==> src/hw/mcd_regs.svh <==
// Purpose: register offsets, field positions, reset values and codes
// Assumes: byte addresses on an APB bus with 32-bit data
// Notes: definitions only
`ifndef MCD_REGS_SVH
`define MCD_REGS_SVH
// ----------------------------------------
// register byte offsets
// ----------------------------------------
`define MCD_OFF_RCS 8'h00
`define MCD_OFF_RCNT 8'h04
`define MCD_OFF_RLAT 8'h08
`define MCD_OFF_CFG 8'h0C
`define MCD_OFF_DCS 8'h10
`define MCD_OFF_DA 8'h14
`define MCD_OFF_DB 8'h18
// ----------------------------------------
// field positions
// ----------------------------------------
`define MCD_F_SEL 0
`define MCD_F_DRIVE_TIMEBASE_FIRST 3
`define MCD_F_DRIVE_TIMEBASE_SECOND 4
`define MCD_F_MODE 0
`define MCD_F_TBSEL 4
`define MCD_F_POL 5
`define MCD_F_IL 8
`define MCD_F_ARB 11
`define MCD_F_LVL 14
`define MCD_F_FLAG 15
`define MCD_F_CARB 0
`define MCD_F_PRESCALER_RUN 3
`define MCD_F_VECT 6
// ----------------------------------------
// reset values and codes
// ----------------------------------------
`define MCD_RST_LATCH 16'h0000
`define MCD_RST_CNT 16'h0000
`define MCD_SEL_RISE 3'h6
`define MCD_SEL_FALL 3'h7
`define MCD_MODE_DIS 4'h0
`define MCD_MODE_PULSE_WIDTH_MEASURE 4'h1
`define MCD_MODE_IPM 4'h2
`define MCD_MODE_IC 4'h3
`define MCD_MODE_OCB 4'h4
`define MCD_MODE_COMPARE_FLAG_ON_BOTH 4'h5
`endif

==> src/hw/mcd_pkg.sv <==
// Purpose: shared types of the timer slice
// Assumes: constants live in mcd_regs.svh
// Notes: types only
package mcd_pkg;
   typedef logic [15:0] mcd_word_type;
   typedef logic [3:0] mcd_mode_type;
   typedef logic [2:0] mcd_level_type;
endpackage

==> src/hw/mcd_top.sv <==
// Purpose: reload counter unit and dual action channel behind APB
// Assumes: prescaler taps are one-cycle pulses; pins synchronous inputs
// Notes: zero wait APB slave, one registered read stage
//
// Design decisions made here: the APB register port and the register offsets.
`include "mcd_regs.svh"

// ----------------------------------------
// sticky event flag, read-then-write-zero clear
// ----------------------------------------
module mcd_flag (
   // clock and reset
   input wire logic clk,
   input wire logic resetn,
   // events
   input wire logic set_ev,
   input wire logic rd_seen,
   input wire logic wr_zero,
   // state
   output logic flag
);
   logic armed_q;
   // set wins over a clear in the same cycle
   always_ff @(posedge clk or negedge resetn) begin
      if (!resetn) begin
         flag <= 1'b0;
         armed_q <= 1'b0;
      end else begin
         if (set_ev) begin
            flag <= 1'b1;
         end else if (wr_zero && armed_q) begin
            flag <= 1'b0;
         end
         if (wr_zero) begin
            armed_q <= 1'b0;
         end else if (rd_seen && flag) begin
            armed_q <= 1'b1;
         end
      end
   end
endmodule

// What this block does
// - reload latch always readable; write changes latch only, used at next reload
// - counter write loads counter and latch together, counting resumes from it
// - reset clears the reload latch
// - overflow reloads counter from latch and sets overflow flag
// - latch all ones gives an overflow on every count pulse
// - latch zero makes a free running wrapping 16-bit counter
// - 3-bit select picks six prescaler taps or either external edge
// - changing the select never lets external glitches count
// - read-only bit shows synchronised external count input
// - two drive bits pick which time base bus gets the counter
// - overflow requests interrupt if level nonzero, contends above processor mask
// - arbitration id is three config bits plus one submodule bit
// - vector is two config bits over the six-bit submodule number
// - unused bits and addresses read zero, writes ignored
// - channel input modes: disabled, pulse width, period, edge capture
// - channel output modes: compare flag on B, on both, reserved, PWM
// - output flop set by one compare match and cleared by the other
// - software picks one of two time base buses for the channel
// - register roles of A, B1, B2 follow capture, compare or PWM
// - shortest measured or generated pulse is one time base count
// - channel event flag requests interrupt when its level is nonzero
// - counter holds still until prescaler run bit is set
module mcd_top #(
   parameter logic [5:0] RCU_NUM = 6'h0C,
   parameter logic [5:0] DAC_NUM = 6'h09
) (
   // clock and reset
   input wire logic CLK,
   input wire logic RESETN,
   // apb slave
   input wire logic PSEL,
   input wire logic PENABLE,
   input wire logic PWRITE,
   input wire logic [7:0] PADDR,
   input wire logic [31:0] PWDATA,
   output logic [31:0] PRDATA,
   output logic PREADY,
   output logic PSLVERR,
   // counter clocking
   input wire logic [5:0] PCLK_TAPS,
   input wire logic EXT_COUNT_IN,
   // time base buses
   output mcd_pkg::mcd_word_type TB_OUT,
   output logic TB_FIRST_DRV,
   output logic TB_SECOND_DRV,
   input wire mcd_pkg::mcd_word_type TB_FIRST_IN,
   input wire mcd_pkg::mcd_word_type TB_SECOND_IN,
   // channel pin
   input wire logic CH_PIN_IN,
   output logic CH_PIN_OUT,
   output logic CH_PIN_OE,
   // interrupt arbitration
   input wire mcd_pkg::mcd_level_type IP_MASK,
   output logic IRQ_REQ,
   output mcd_pkg::mcd_level_type IRQ_LEVEL,
   output logic [3:0] ARB_ID,
   output logic [7:0] VECTOR
);
   import mcd_pkg::*;

   // ----------------------------------------
   // apb decode
   // ----------------------------------------
   logic [7:0] adr;
   logic acc, wr, rd;
   logic s_rcs, s_rcnt, s_rlat, s_cfg, s_dcs, s_da, s_db;
   // transfers act at the access edge; reads are staged in setup
   assign adr = {PADDR[7:2], 2'b00};
   assign acc = PSEL && PENABLE && PREADY;
   assign wr = acc && PWRITE;
   assign rd = acc && !PWRITE;
   assign s_rcs = adr == `MCD_OFF_RCS;
   assign s_rcnt = adr == `MCD_OFF_RCNT;
   assign s_rlat = adr == `MCD_OFF_RLAT;
   assign s_cfg = adr == `MCD_OFF_CFG;
   assign s_dcs = adr == `MCD_OFF_DCS;
   assign s_da = adr == `MCD_OFF_DA;
   assign s_db = adr == `MCD_OFF_DB;

   // ----------------------------------------
   // state
   // ----------------------------------------
   mcd_word_type cnt_q, lat_q;
   logic [2:0] sel_q;
   logic drive_timebase_first_q, drive_timebase_second_q, rarb_q, sel_chg_q;
   mcd_level_type ril_q, dil_q;
   logic [2:0] carb_q;
   logic prescaler_run_q;
   logic [1:0] vect_q;
   mcd_mode_type mode_q;
   logic tbsel_q, pol_q, darb_q;
   mcd_word_type a_q, b1_q, b2_q, tbp_q;
   logic e1_q, e2_q, e3_q, p1_q, p2_q, p3_q, out_q, xfer_q;
   logic rflag, dflag;

   // ----------------------------------------
   // counter clock selection
   // ----------------------------------------
   logic e_rise, e_fall, src, tick, ovf;
   assign e_rise = e2_q && !e3_q;
   assign e_fall = !e2_q && e3_q;
   assign src = (sel_q == `MCD_SEL_RISE) ? e_rise :
                (sel_q == `MCD_SEL_FALL) ? e_fall : PCLK_TAPS[sel_q];
   // one cycle of blanking after a write that changes the select hides stale edges
   assign tick = src && prescaler_run_q && !sel_chg_q;
   assign ovf = tick && (cnt_q == 16'hFFFF) && !(wr && s_rcnt);

   // ----------------------------------------
   // external input synchroniser, e1 feeds e2 only
   // ----------------------------------------
   always_ff @(posedge CLK or negedge RESETN) begin
      if (!RESETN) begin
         e1_q <= 1'b0;
         e2_q <= 1'b0;
         e3_q <= 1'b0;
      end else begin
         e1_q <= EXT_COUNT_IN;
         e2_q <= e1_q;
         e3_q <= e2_q;
      end
   end

   // ----------------------------------------
   // reload counter and control
   // ----------------------------------------
   always_ff @(posedge CLK or negedge RESETN) begin
      if (!RESETN) begin
         cnt_q <= `MCD_RST_CNT;
         lat_q <= `MCD_RST_LATCH;
         sel_q <= 3'h0;
         drive_timebase_first_q <= 1'b0;
         drive_timebase_second_q <= 1'b0;
         rarb_q <= 1'b0;
         ril_q <= 3'h0;
         sel_chg_q <= 1'b0;
         carb_q <= 3'h0;
         prescaler_run_q <= 1'b0;
         vect_q <= 2'h0;
      end else begin
         sel_chg_q <= wr && s_rcs && (PWDATA[`MCD_F_SEL +: 3] != sel_q);
         if (wr && s_rcnt) begin
            cnt_q <= PWDATA[15:0];
            lat_q <= PWDATA[15:0];
         end else begin
            if (wr && s_rlat) begin
               lat_q <= PWDATA[15:0];
            end
            if (ovf) begin
               cnt_q <= lat_q;
            end else if (tick) begin
               cnt_q <= cnt_q + 16'h0001;
            end
         end
         if (wr && s_rcs) begin
            sel_q <= PWDATA[`MCD_F_SEL +: 3];
            drive_timebase_first_q <= PWDATA[`MCD_F_DRIVE_TIMEBASE_FIRST];
            drive_timebase_second_q <= PWDATA[`MCD_F_DRIVE_TIMEBASE_SECOND];
            ril_q <= PWDATA[`MCD_F_IL +: 3];
            rarb_q <= PWDATA[`MCD_F_ARB];
         end
         if (wr && s_cfg) begin
            carb_q <= PWDATA[`MCD_F_CARB +: 3];
            prescaler_run_q <= PWDATA[`MCD_F_PRESCALER_RUN];
            vect_q <= PWDATA[`MCD_F_VECT +: 2];
         end
      end
   end

   // ----------------------------------------
   // channel mode decode and timebase
   // ----------------------------------------
   mcd_word_type tb, msk;
   logic m_pwm, m_oc, m_in, step, lead, trail, cap_a, cap_b;
   logic ma, mb, pa, pb, pst, dset;
   assign tb = tbsel_q ? TB_SECOND_IN : TB_FIRST_IN;
   assign m_pwm = mode_q[3];
   assign m_oc = (mode_q == `MCD_MODE_OCB) || (mode_q == `MCD_MODE_COMPARE_FLAG_ON_BOTH);
   assign m_in = !mode_q[3] && !mode_q[2] && (mode_q != `MCD_MODE_DIS);
   // compare only when the bus moves, one event per count
   assign step = tb != tbp_q;
   // resolution 7, 9, 11, then 12 to 16 bits
   assign msk = (mode_q[2:0] == 3'h0) ? 16'h007F :
                (mode_q[2:0] == 3'h1) ? 16'h01FF :
                (mode_q[2:0] == 3'h2) ? 16'h07FF :
                16'hFFFF >> (3'h7 - mode_q[2:0]);
   assign lead = pol_q ? (p2_q && !p3_q) : (!p2_q && p3_q);
   assign trail = pol_q ? (!p2_q && p3_q) : (p2_q && !p3_q);
   assign cap_a = lead && ((mode_q == `MCD_MODE_PULSE_WIDTH_MEASURE) || (mode_q == `MCD_MODE_IC));
   assign cap_b = ((mode_q == `MCD_MODE_PULSE_WIDTH_MEASURE) && trail) ||
                  (((mode_q == `MCD_MODE_IPM) || (mode_q == `MCD_MODE_IC)) && lead);
   assign ma = m_oc && step && (tb == a_q);
   assign mb = m_oc && step && (tb == b2_q);
   assign pa = m_pwm && step && ((tb & msk) == (a_q & msk));
   assign pb = m_pwm && step && ((tb & msk) == (b2_q & msk));
   assign pst = m_pwm && step && ((tb & msk) == 16'h0000);
   assign dset = xfer_q || mb || pst || (ma && (mode_q == `MCD_MODE_COMPARE_FLAG_ON_BOTH));

   // ----------------------------------------
   // channel registers and output flop
   // ----------------------------------------
   always_ff @(posedge CLK or negedge RESETN) begin
      if (!RESETN) begin
         mode_q <= `MCD_MODE_DIS;
         tbsel_q <= 1'b0;
         pol_q <= 1'b0;
         darb_q <= 1'b0;
         dil_q <= 3'h0;
         a_q <= 16'h0000;
         b1_q <= 16'h0000;
         b2_q <= 16'h0000;
         tbp_q <= 16'h0000;
         p1_q <= 1'b0;
         p2_q <= 1'b0;
         p3_q <= 1'b0;
         out_q <= 1'b0;
         xfer_q <= 1'b0;
      end else begin
         p1_q <= CH_PIN_IN;
         p2_q <= p1_q;
         p3_q <= p2_q;
         tbp_q <= tb;
         xfer_q <= cap_b && m_in;
         if (wr && s_dcs) begin
            mode_q <= PWDATA[`MCD_F_MODE +: 4];
            tbsel_q <= PWDATA[`MCD_F_TBSEL];
            pol_q <= PWDATA[`MCD_F_POL];
            dil_q <= PWDATA[`MCD_F_IL +: 3];
            darb_q <= PWDATA[`MCD_F_ARB];
         end
         // software writes first, hardware events override
         if (wr && s_da) begin
            a_q <= PWDATA[15:0];
         end
         if (wr && s_db && m_pwm) begin
            b1_q <= PWDATA[15:0];
         end
         if (wr && s_db && !m_pwm) begin
            b2_q <= PWDATA[15:0];
         end
         if (cap_a && m_in) begin
            a_q <= tb;
         end
         if (cap_b && m_in) begin
            b1_q <= tb;
         end
         if (xfer_q) begin
            b2_q <= b1_q;
            if (mode_q == `MCD_MODE_IPM) begin
               a_q <= b2_q;
            end
         end
         if (pst) begin
            b2_q <= b1_q;
         end
         if (ma || pa) begin
            out_q <= 1'b1;
         end else if (mb || pb) begin
            out_q <= 1'b0;
         end
      end
   end

   // ----------------------------------------
   // flags
   // ----------------------------------------
   mcd_flag u_rflag (
      .clk(CLK),
      .resetn(RESETN),
      .set_ev(ovf),
      .rd_seen(rd && s_rcs),
      .wr_zero(wr && s_rcs && !PWDATA[`MCD_F_FLAG]),
      .flag(rflag)
   );
   mcd_flag u_dflag (
      .clk(CLK),
      .resetn(RESETN),
      .set_ev(dset),
      .rd_seen(rd && s_dcs),
      .wr_zero(wr && s_dcs && !PWDATA[`MCD_F_FLAG]),
      .flag(dflag)
   );

   // ----------------------------------------
   // read mux, unmapped reads zero
   // ----------------------------------------
   mcd_word_type r_rcs, r_dcs, r_cfg, rmux;
   logic lvl;
   assign lvl = (m_oc || m_pwm) ? out_q : p2_q;
   assign r_rcs = {rflag, e2_q, 2'b00, rarb_q, ril_q, 3'b000, drive_timebase_second_q, drive_timebase_first_q, sel_q};
   assign r_dcs = {dflag, lvl, 2'b00, darb_q, dil_q, 2'b00, pol_q, tbsel_q, mode_q};
   assign r_cfg = {8'h00, vect_q, 2'b00, prescaler_run_q, carb_q};
   assign rmux = s_rcs ? r_rcs :
                 s_rcnt ? cnt_q :
                 s_rlat ? lat_q :
                 s_cfg ? r_cfg :
                 s_dcs ? r_dcs :
                 s_da ? a_q :
                 s_db ? (m_pwm ? b1_q : b2_q) : 16'h0000;

   // ----------------------------------------
   // interrupt arbitration
   // ----------------------------------------
   logic rreq, dreq, pick_d;
   assign rreq = rflag && (ril_q != 3'h0) && (ril_q > IP_MASK);
   assign dreq = dflag && (dil_q != 3'h0) && (dil_q > IP_MASK);
   // higher level wins, the counter takes a tie
   assign pick_d = dreq && (!rreq || (dil_q > ril_q));

   // ----------------------------------------
   // registered outputs
   // ----------------------------------------
   always_ff @(posedge CLK or negedge RESETN) begin
      if (!RESETN) begin
         PRDATA <= 32'h0000_0000;
         PREADY <= 1'b0;
         PSLVERR <= 1'b0;
         TB_OUT <= 16'h0000;
         TB_FIRST_DRV <= 1'b0;
         TB_SECOND_DRV <= 1'b0;
         CH_PIN_OUT <= 1'b0;
         CH_PIN_OE <= 1'b0;
         IRQ_REQ <= 1'b0;
         IRQ_LEVEL <= 3'h0;
         ARB_ID <= 4'h0;
         VECTOR <= 8'h00;
      end else begin
         PREADY <= PSEL && !PENABLE;
         PSLVERR <= 1'b0;
         if (PSEL && !PENABLE && !PWRITE) begin
            PRDATA <= {16'h0000, rmux};
         end
         TB_OUT <= (wr && s_rcnt) ? PWDATA[15:0] :
                   ovf ? lat_q : tick ? cnt_q + 16'h0001 : cnt_q;
         TB_FIRST_DRV <= drive_timebase_first_q;
         TB_SECOND_DRV <= drive_timebase_second_q;
         CH_PIN_OUT <= out_q;
         CH_PIN_OE <= m_oc || m_pwm;
         IRQ_REQ <= rreq || dreq;
         IRQ_LEVEL <= pick_d ? dil_q : (rreq ? ril_q : 3'h0);
         ARB_ID <= {pick_d ? darb_q : rarb_q, carb_q};
         VECTOR <= {vect_q, pick_d ? DAC_NUM : RCU_NUM};
      end
   end
endmodule

==> config.mk <==
export PLATFORM = sky130hd
export DESIGN_NAME = mcd_top
export DESIGN_NICKNAME = d
export VERILOG_FILES = /design/src/hw/mcd_pkg.sv /design/src/hw/mcd_top.sv
export VERILOG_INCLUDE_DIRS = /design/src /design/src/hw
export SDC_FILE = /design/constraint.sdc
export NUM_CORES = 1
export LEC_CHECK = 0
export ABC_AREA = 1
export BUFFER_PORTS_ARGS = -buffer_cell sky130_fd_sc_hd__clkbuf_2
export CORE_MARGIN = 5
export CORE_UTILIZATION = 62
export CTS_CLUSTER_SIZE = 25
export DETAILED_ROUTE_END_ITERATION = 7
export PLACE_DENSITY = 0.86
export SLEW_MARGIN = 5
export SYNTH_ARGS = -nofsm -noshare
export SYNTH_HDL_FRONTEND = slang
export SYNTH_SLANG_ARGS = --single-unit
==> constraint.sdc <==
create_clock -name CLK -period 4.7 [get_ports CLK]
set_input_delay 0.235 -clock CLK [delete_from_list [all_inputs] [get_ports CLK]]
set_output_delay 0.235 -clock CLK [all_outputs]
set_load 0.05 [all_outputs]
==> results.yml, run 1 <==
timing:
  slew_headroom_pct: 18.6
  max_clock_freq_ghz: 0.322
  setup_viol: 0
  rsz0062_at_grt: "no"
  drv_slew: 0
  tns_ns: 0
  worstMarginPinSlew_ns: 1.22
  final-hold-violation-count: 0
  fin_crit_ns: 3.10
  period_share_pct: 66.0
  finalClockSkew_ns: 0.0113
final_layout:
  insertedDiodeCount: 0
  layout.nets: 1633
  final_area_mm2: 0.0115
  layout-drive-gt1-share_pct: 13.2
  area_growth_pct: 12.2
  nFillCells: 1381
die:
  die-area_mm2: 0.0192
  die_w_um: 139
  pin_count: 158
  die_h_um: 139
  floorplan.initialDensity_pct: 62.6
  row_count: 47
  core_mm2: 0.0164
global_route:
  grt_pass1_vias: 9890
  grt_max_degree: 86
  grtUsageTotal_pct: 34.3
  antenna_found_initial: 0
  grt_pass1_wl_um: 52800
  grt_overflow: 0
logic_synthesis:
  netlist_instances: 1431
  ys_types: 42
  synth_area_mm2: 0.0103
  ys_ff_latch: 168
  yosysSeqAreaShare_pct: 40.9
  syn_area_per_cell_um2: 7.18
  yosysWarnings: 0
critical_path:
  r2r_setup_slack_ns: 1.66
  worstSetupPathType: "primary input to flip-flop"
  r2r_start: "PREADY$_DFF_PN0_"
  cp-start-kind: "primary input"
  cp.required_ns: 5.04
  cp_max_fo: 29
  end_kind: "flip-flop"
  r2r_cells: 9
  critPathArrivalTime_ns: 3.44
  r2r-end: "TB_OUT[11]$_DFFE_PN0P_"
place:
  numPortBuffers: 119
  place_area_mm2: 0.0109
  place_congestion: 0.972
  hpwl_um: 24000
clock_network:
  cts_setup_buffers: 0
  clk_pin_slew_ns: 0.07
  cts_inserted_buffers: 17
  ctsResizeCount: 0
  cts_root_buf: "clkbuf_16"
  postCtsHoldBufs: 4
  clock_latency_ns: 0.45
  clk_path_buf_depth: 2
  clock-sinks: 168
  cts_tree: "done"
  h-tree-depth: 4
status:
  status: "finished clean"
drt:
  via_per_inst: 6.03
  wl_um: 33200
  drtIter0Drc: 1510
  wl_per_cell_um: 18.8
  ant_nets: 0
  vias: 10700
  post-route-drc-count: 0
  first_pass_iters: 7
pwr:
  p_leak_nw: 6.12
  ir_drop_mv: 0.278
  power_density_mw_per_mm2: 304
worst_hold_path:
  min_path_cells: 3
  worstHoldStart: "PSEL"
  min_to: "PREADY$_DFF_PN0_"
  min_path_type: "primary input to flip-flop"
flow_run:
  cap_violations: 0
cells by family (layout without fill, tap and decap cells):
family | count (synthesis) | in the layout | synth area share, %
adder cells (fa/ha/maj) | 10 | 10 | 1.22
buffers and inverters | 238 | 336 | 10.1
AND/OR/NAND/NOR | 744 | 744 | 31.5
flip-flops | 168 | 168 | 40.9
AO/OA/AOI/OAI | 244 | 244 | 14.1
other | 2 | 21 | 0.0731
XOR/XNOR | 25 | 25 | 2.13
critical path, stage by stage:
cell	delay, ns
dlygate4sd3_1	0.52
clkbuf_2	0.11
nand3_1	0.09
nor2_1	0.60
nand2_2	0.41
nand4_1	0.19
nor2_1	0.07
nand2_1	0.72
o21ai_0	0.25
nand3_1	0.15
nand2_1	0.07
state kept, by name, indices dropped and copies added (netlist names), 2 cells and up:
register	flops
dil_q	3
VECTOR	5
b1_q	16
sel_q	3
a_q	16
carb_q	3
PRDATA	16
lat_q	16
b2_q	16
mode_q	4
tbp_q	16
IRQ_LEVEL	3
ril_q	3
TB_OUT	16
ARB_ID	4
vect_q	2
metal layers:
layer | share of wire [%] | routed length, um | vias to the layer above | GRT usage [%]
li1 | - | - | 4843 | -
met4 | 5.0 | 1660 | 0 | 16.6
met5 | 0 | 0 | - | 0
met2 | 44 | 14700 | 766 | 52.1
met1 | 37 | 12400 | 4914 | 45.3
met3 | 13 | 4410 | 138 | 10.4
synth_stat cells (all sizes together):
cell | instances | area (um2)
nor3 | 11 | 71.3
nand3 | 124 | 638
nand2 | 479 | 1920
o311ai | 1 | 8.76
nand3b | 1 | 7.51
clkinv | 2 | 7.51
o221ai | 16 | 140
nor2 | 92 | 363
o21ai | 120 | 601
a211oi | 6 | 45.0
clkbuf | 30 | 113
o31ai | 3 | 22.5
buf | 42 | 302
a2bb2oi | 4 | 35.0
o211ai | 20 | 150
o21bai | 7 | 52.6
a21oi | 37 | 185
conb | 2 | 7.51
nand4 | 30 | 188
inv | 164 | 618
o22ai | 22 | 138
ha | 10 | 125
xor2 | 25 | 219
nor4 | 3 | 18.8
o2111ai | 6 | 52.6
a31oi | 1 | 6.26
dfrtp | 168 | 4200
or2 | 4 | 25.0
a22oi | 1 | 7.51
worst max-delay path by stage:
| stage | from | endpoint | cells past startpoint |
|---|---|---|---|
| 2_1_floorplan | TB_OUT[0]$_DFFE_PN0P_ | TB_OUT[11]$_DFFE_PN0P_ | 10 |
| 3_3_place_gp | PADDR[7] | TB_OUT[11]$_DFFE_PN0P_ | 11 |
| 3_5_place_dp | PADDR[2] | TB_OUT[11]$_DFFE_PN0P_ | 13 |
| 4_1_cts | PENABLE | TB_OUT[11]$_DFFE_PN0P_ | 11 |
| 5_1_grt | PENABLE | TB_OUT[11]$_DFFE_PN0P_ | 11 |
| 6_report | PENABLE | TB_OUT[11]$_DFFE_PN0P_ | 11 |
through the flow:
step	hold WS (ns)	power (mW)	utilization (%)	worst slack, ns	instances
after floorplan	-0.0606	1.95	-	2.37	1450
after global placement	0.334	2.12	66.6	1.73	1732
after detailed placement	0.340	2.13	66.6	1.60	1732
after CTS	0.0174	3.49	70.3	1.73	1768
after global routing	0.0340	3.62	70.3	1.46	1768
final	0.0116	3.51	70.3	1.60	1768
area by class of cell:
| type | instances | area [um2] | area share [%] |
|---|---|---|---|
| multi-input combinational | 1044 | 5100 | 44.2 |
| tap | 220 | 275 | 2.39 |
| timing repair buffer | 138 | 754 | 6.54 |
| inverter | 166 | 626 | 5.43 |
| sequential | 168 | 4200 | 36.5 |
| clock inverter | 14 | 131 | 1.14 |
| clock buffer | 18 | 439 | 3.81 |
power breakdown:
group / leakage, nW / switching (mW) / internal [mW]
clock: 0.277 / 0.672 / 0.715
sequential: 1.94 / 0.0593 / 1.50
combinational: 3.91 / 0.420 / 0.142
total: 6.12 / 1.15 / 2.36
cell usage in the layout (no fill, tap or decap), drive strengths merged, types with 21 or more instances in the layout:
master  Yosys  final
nand2     479    479
inv       164    173
dfrtp     168    168
clkbuf     30    136
nand3     124    124
o21ai     120    120
nor2       92     92
a21oi      37     37
nand4      30     30
xor2       25     25
o22ai      22     22
conb        2     21
No activity file was read; power rests on OpenSTA's default activity.
==> inputs of run 2 (changes only) <==
--- a/config.mk
+++ b/config.mk
@@ -9,10 +9,10 @@
 export ABC_AREA = 1
 export BUFFER_PORTS_ARGS = -buffer_cell sky130_fd_sc_hd__clkbuf_2
 export CORE_MARGIN = 5
-export CORE_UTILIZATION = 62
+export CORE_UTILIZATION = 52
 export CTS_CLUSTER_SIZE = 25
 export DETAILED_ROUTE_END_ITERATION = 7
-export PLACE_DENSITY = 0.86
+export PLACE_DENSITY = 0.77
 export SLEW_MARGIN = 5
 export SYNTH_ARGS = -nofsm -noshare
 export SYNTH_HDL_FRONTEND = slang
==> constraint.sdc (replaced) <==
create_clock -name CLK -period 2.8 [get_ports CLK]
set_input_delay 0.14 -clock CLK [delete_from_list [all_inputs] [get_ports CLK]]
set_output_delay 0.14 -clock CLK [all_outputs]
set_load 0.05 [all_outputs]
==> run 2 against run 1 <==
The run now ends with negative hold slack left. Count of clock-buffer cells in the layout is 1 lower. Register-to-register slack worse by 1.3 ns. Worst setup slack worse by 1.2 ns. Non-clock buffer count is 27 higher. Flip-flop and latch count stayed put. First-iteration DRC count is 40% lower. Via count is 2.0% lower. Power is 69% higher. Core utilization is 9.5 points lower. Global-route usage is 4.5 points lower. Die area is 18% higher. Worst hold slack worse by 0.012 ns. Critical endpoint is now b2_q[2]$_DFFE_PN0P_. Largest power group unchanged. Highest routed layer unchanged.
==> results.yml, run 2 (synthesis gave the netlist of run 1 again) <==
drt:
  wl_um: 33600
  ant_nets: 0
  drtIter0Drc: 911
  first_pass_iters: 6
  wl_per_cell_um: 18.3
  via_per_inst: 5.68
  vias: 10500
  post-route-drc-count: 0
final_layout:
  area_growth_pct: 15.1
  final_cell_mix: "nand2_1 (457), dfrtp_1 (167), inv_1 (161), nand3_1 (122)"
  layout.nets: 1660
  mostFrequentLayoutCell: "nand2_1"
  layout-drive-gt1-share_pct: 14.5
  insertedDiodeCount: 0
  fin_cells: 1840
timing:
  fin_crit_ns: 2.44
  max_clock_freq_ghz: 0.411
  worstMarginPinSlew_ns: 0.854
  slew_headroom_pct: 42.9
  whs_ns: -0.000560
  finalClockSkew_ns: 0.00912
  period_share_pct: 87.0
  drv_slew: 0
  setup_viol: 0
  tns_ns: 0
  final-hold-violation-count: 1
  rsz0062_at_grt: "no"
  setup_slack_ns: 0.364
pwr:
  swShare_pct: 32.1
  switching_power_mw: 1.91
  clkPwrFrac_pct: 40.0
  ir_drop_mv: 0.439
  power_density_mw_per_mm2: 502
  p_total_mw: 5.94
  seqPwrFrac_pct: 44.0
  p_int_mw: 4.03
  p_leak_nw: 6.26
  pwr-share-comb_pct: 16.0
critical_path:
  end_kind: "flip-flop"
  cp-start-kind: "flip-flop"
  crit_slowest_cell: "dfrtp_2"
  critPathArrivalTime_ns: 2.76
  worstPathCellList: "inv_4 -> nand2_1 -> nand2_2 -> nand2_1 -> nand2_1 -> nor2_1 -> nand2_1 -> nor2_2 -> nand3_4 -> buf_4 -> nand3_1 -> nand2_1 -> nand2_1"
  r2r_cells: 13
  crit_buf_inv: 2
  slowest_delay_ns: 0.48
  r2r-end: "b2_q[2]$_DFFE_PN0P_"
  cp.required_ns: 3.13
  crit_top_cell: "nand2_1"
  r2r_start: "tbsel_q$_DFFE_PN0P_"
  cp.depth: 13
  r2r_setup_slack_ns: 0.36
  worstSetupPathType: "flip-flop to flip-flop"
  cp_max_fo: 32
  critPathTopFamily: "simple AND/OR/NAND/NOR gates"
global_route:
  grt_pass1_wl_um: 51800
  grt_overflow: 0
  grtUsageTotal_pct: 29.9
  grt_pass1_vias: 9606
  grt_max_degree: 54
  antenna_found_initial: 0
die:
  die-area_mm2: 0.0227
  floorplan.initialDensity_pct: 52.8
  die_w_um: 151
  pin_count: 158
  die_h_um: 151
  row_count: 51
  core_mm2: 0.0195
status:
  violations: "negative hold slack"
  status: "finished with violations"
flow_run:
  cap_violations: 0
place:
  placedCellCount: 1800
  place_congestion: 1.01
  hpwl_um: 25100
  dp_slack_ns: 0.314
  numPortBuffers: 119
clock_network:
  cts_tree: "done"
  clk_pin_slew_ns: 0.07
  clock-sinks: 168
  cts_setup_buffers: 0
  clk_path_buf_depth: 2
  clock_latency_ns: 0.44
  h-tree-depth: 4
  cts_inserted_buffers: 17
  cts_root_buf: "clkbuf_16"
worst_hold_path:
  min_path_type: "primary input to flip-flop"
  worstHoldStart: "PWDATA[3]"
  min_to: "mode_q[3]$_DFFE_PN0P_"
  min_path_cells: 3
==> run 2: cell count changes in the layout (fill, tap and decap cells not counted), sizes merged <==
| cell | previous run | this run |
|---|---|---|
| buf | 16 | 39 |
| bufinv | 0 | 1 |
| clkbuf | 136 | 135 |
| clkinv | 5 | 4 |
| clkinvlp | 2 | 3 |
| dlygate4sd3 | 4 | 8 |
==> run 2: what timing repair did <==
| action | 4_1_cts | 5_1_grt |
|---|---|---|
| hold buffers | 8 | 0 |
| setup endpoints to repair | 0 | 1 |
| gates resized for setup | 0 | 1 |
| hold endpoints to repair | 56 | 0 |
==> run 2: layout make-up <==
type,instances,area (um2)
fillers,1787,7640
multi-input cells,1044,5100
flip-flops and latches,168,4210
repair buffers,165,980
inverters,166,626
clock buffers,17,425
well taps,265,332
clock inverters,15,155
==> run 2: power groups by stage <==
stage / clock (mW) / combinational [mW] / sequential (mW)
floorplan: 0 / 0.459 / 2.81
global placement: 0 / 0.918 / 2.66
detailed placement: 0 / 0.930 / 2.66
CTS: 2.38 / 0.943 / 2.61
global route: 2.50 / 1.03 / 2.62
finish: 2.38 / 0.950 / 2.61
==> run 2: worst max path at each step <==
stage | from | to | slack [ns]
2_1_floorplan | TB_OUT[0]$_DFFE_PN0P_ | TB_OUT[11]$_DFFE_PN0P_ | 0.47
3_3_place_gp | tbsel_q$_DFFE_PN0P_ | b2_q[3]$_DFFE_PN0P_ | 0.38
3_5_place_dp | tbsel_q$_DFFE_PN0P_ | b2_q[2]$_DFFE_PN0P_ | 0.31
4_1_cts | tbsel_q$_DFFE_PN0P_ | b2_q[2]$_DFFE_PN0P_ | 0.29
5_1_grt | tbsel_q$_DFFE_PN0P_ | b2_q[2]$_DFFE_PN0P_ | 0.13
6_report | tbsel_q$_DFFE_PN0P_ | b2_q[2]$_DFFE_PN0P_ | 0.36
==> run 2: metal layers <==
layer / routed length [um] / global-route usage [%] / up-vias
li1: - / - / 4898
met1: 13300 / 39.9 / 4896
met2: 15600 / 47.4 / 567
met3: 3510 / 7.28 / 91
met4: 1170 / 10.9 / 0
met5: 0 / 0 / -
==> run 2: metrics by stage <==
step / utilization, % / area [um2]
6_report: 60.8 / 11800
5_1_grt: 60.8 / 11800
4_1_cts: 60.7 / 11800
3_5_place_dp: 57.4 / 11200
3_3_place_gp: 57.4 / 11200
2_1_floorplan: - / 10300
==> run 2: worst register-to-register path: stages (launching register included) <==
cell,delay (ns)
dfrtp_2,0.48
inv_4,0.32
nand2_1,0.17
nand2_2,0.20
nand2_1,0.13
nand2_1,0.09
nor2_1,0.04
nand2_1,0.10
nor2_2,0.06
nand3_4,0.09
buf_4,0.33
nand3_1,0.16
nand2_1,0.10
nand2_1,0.04
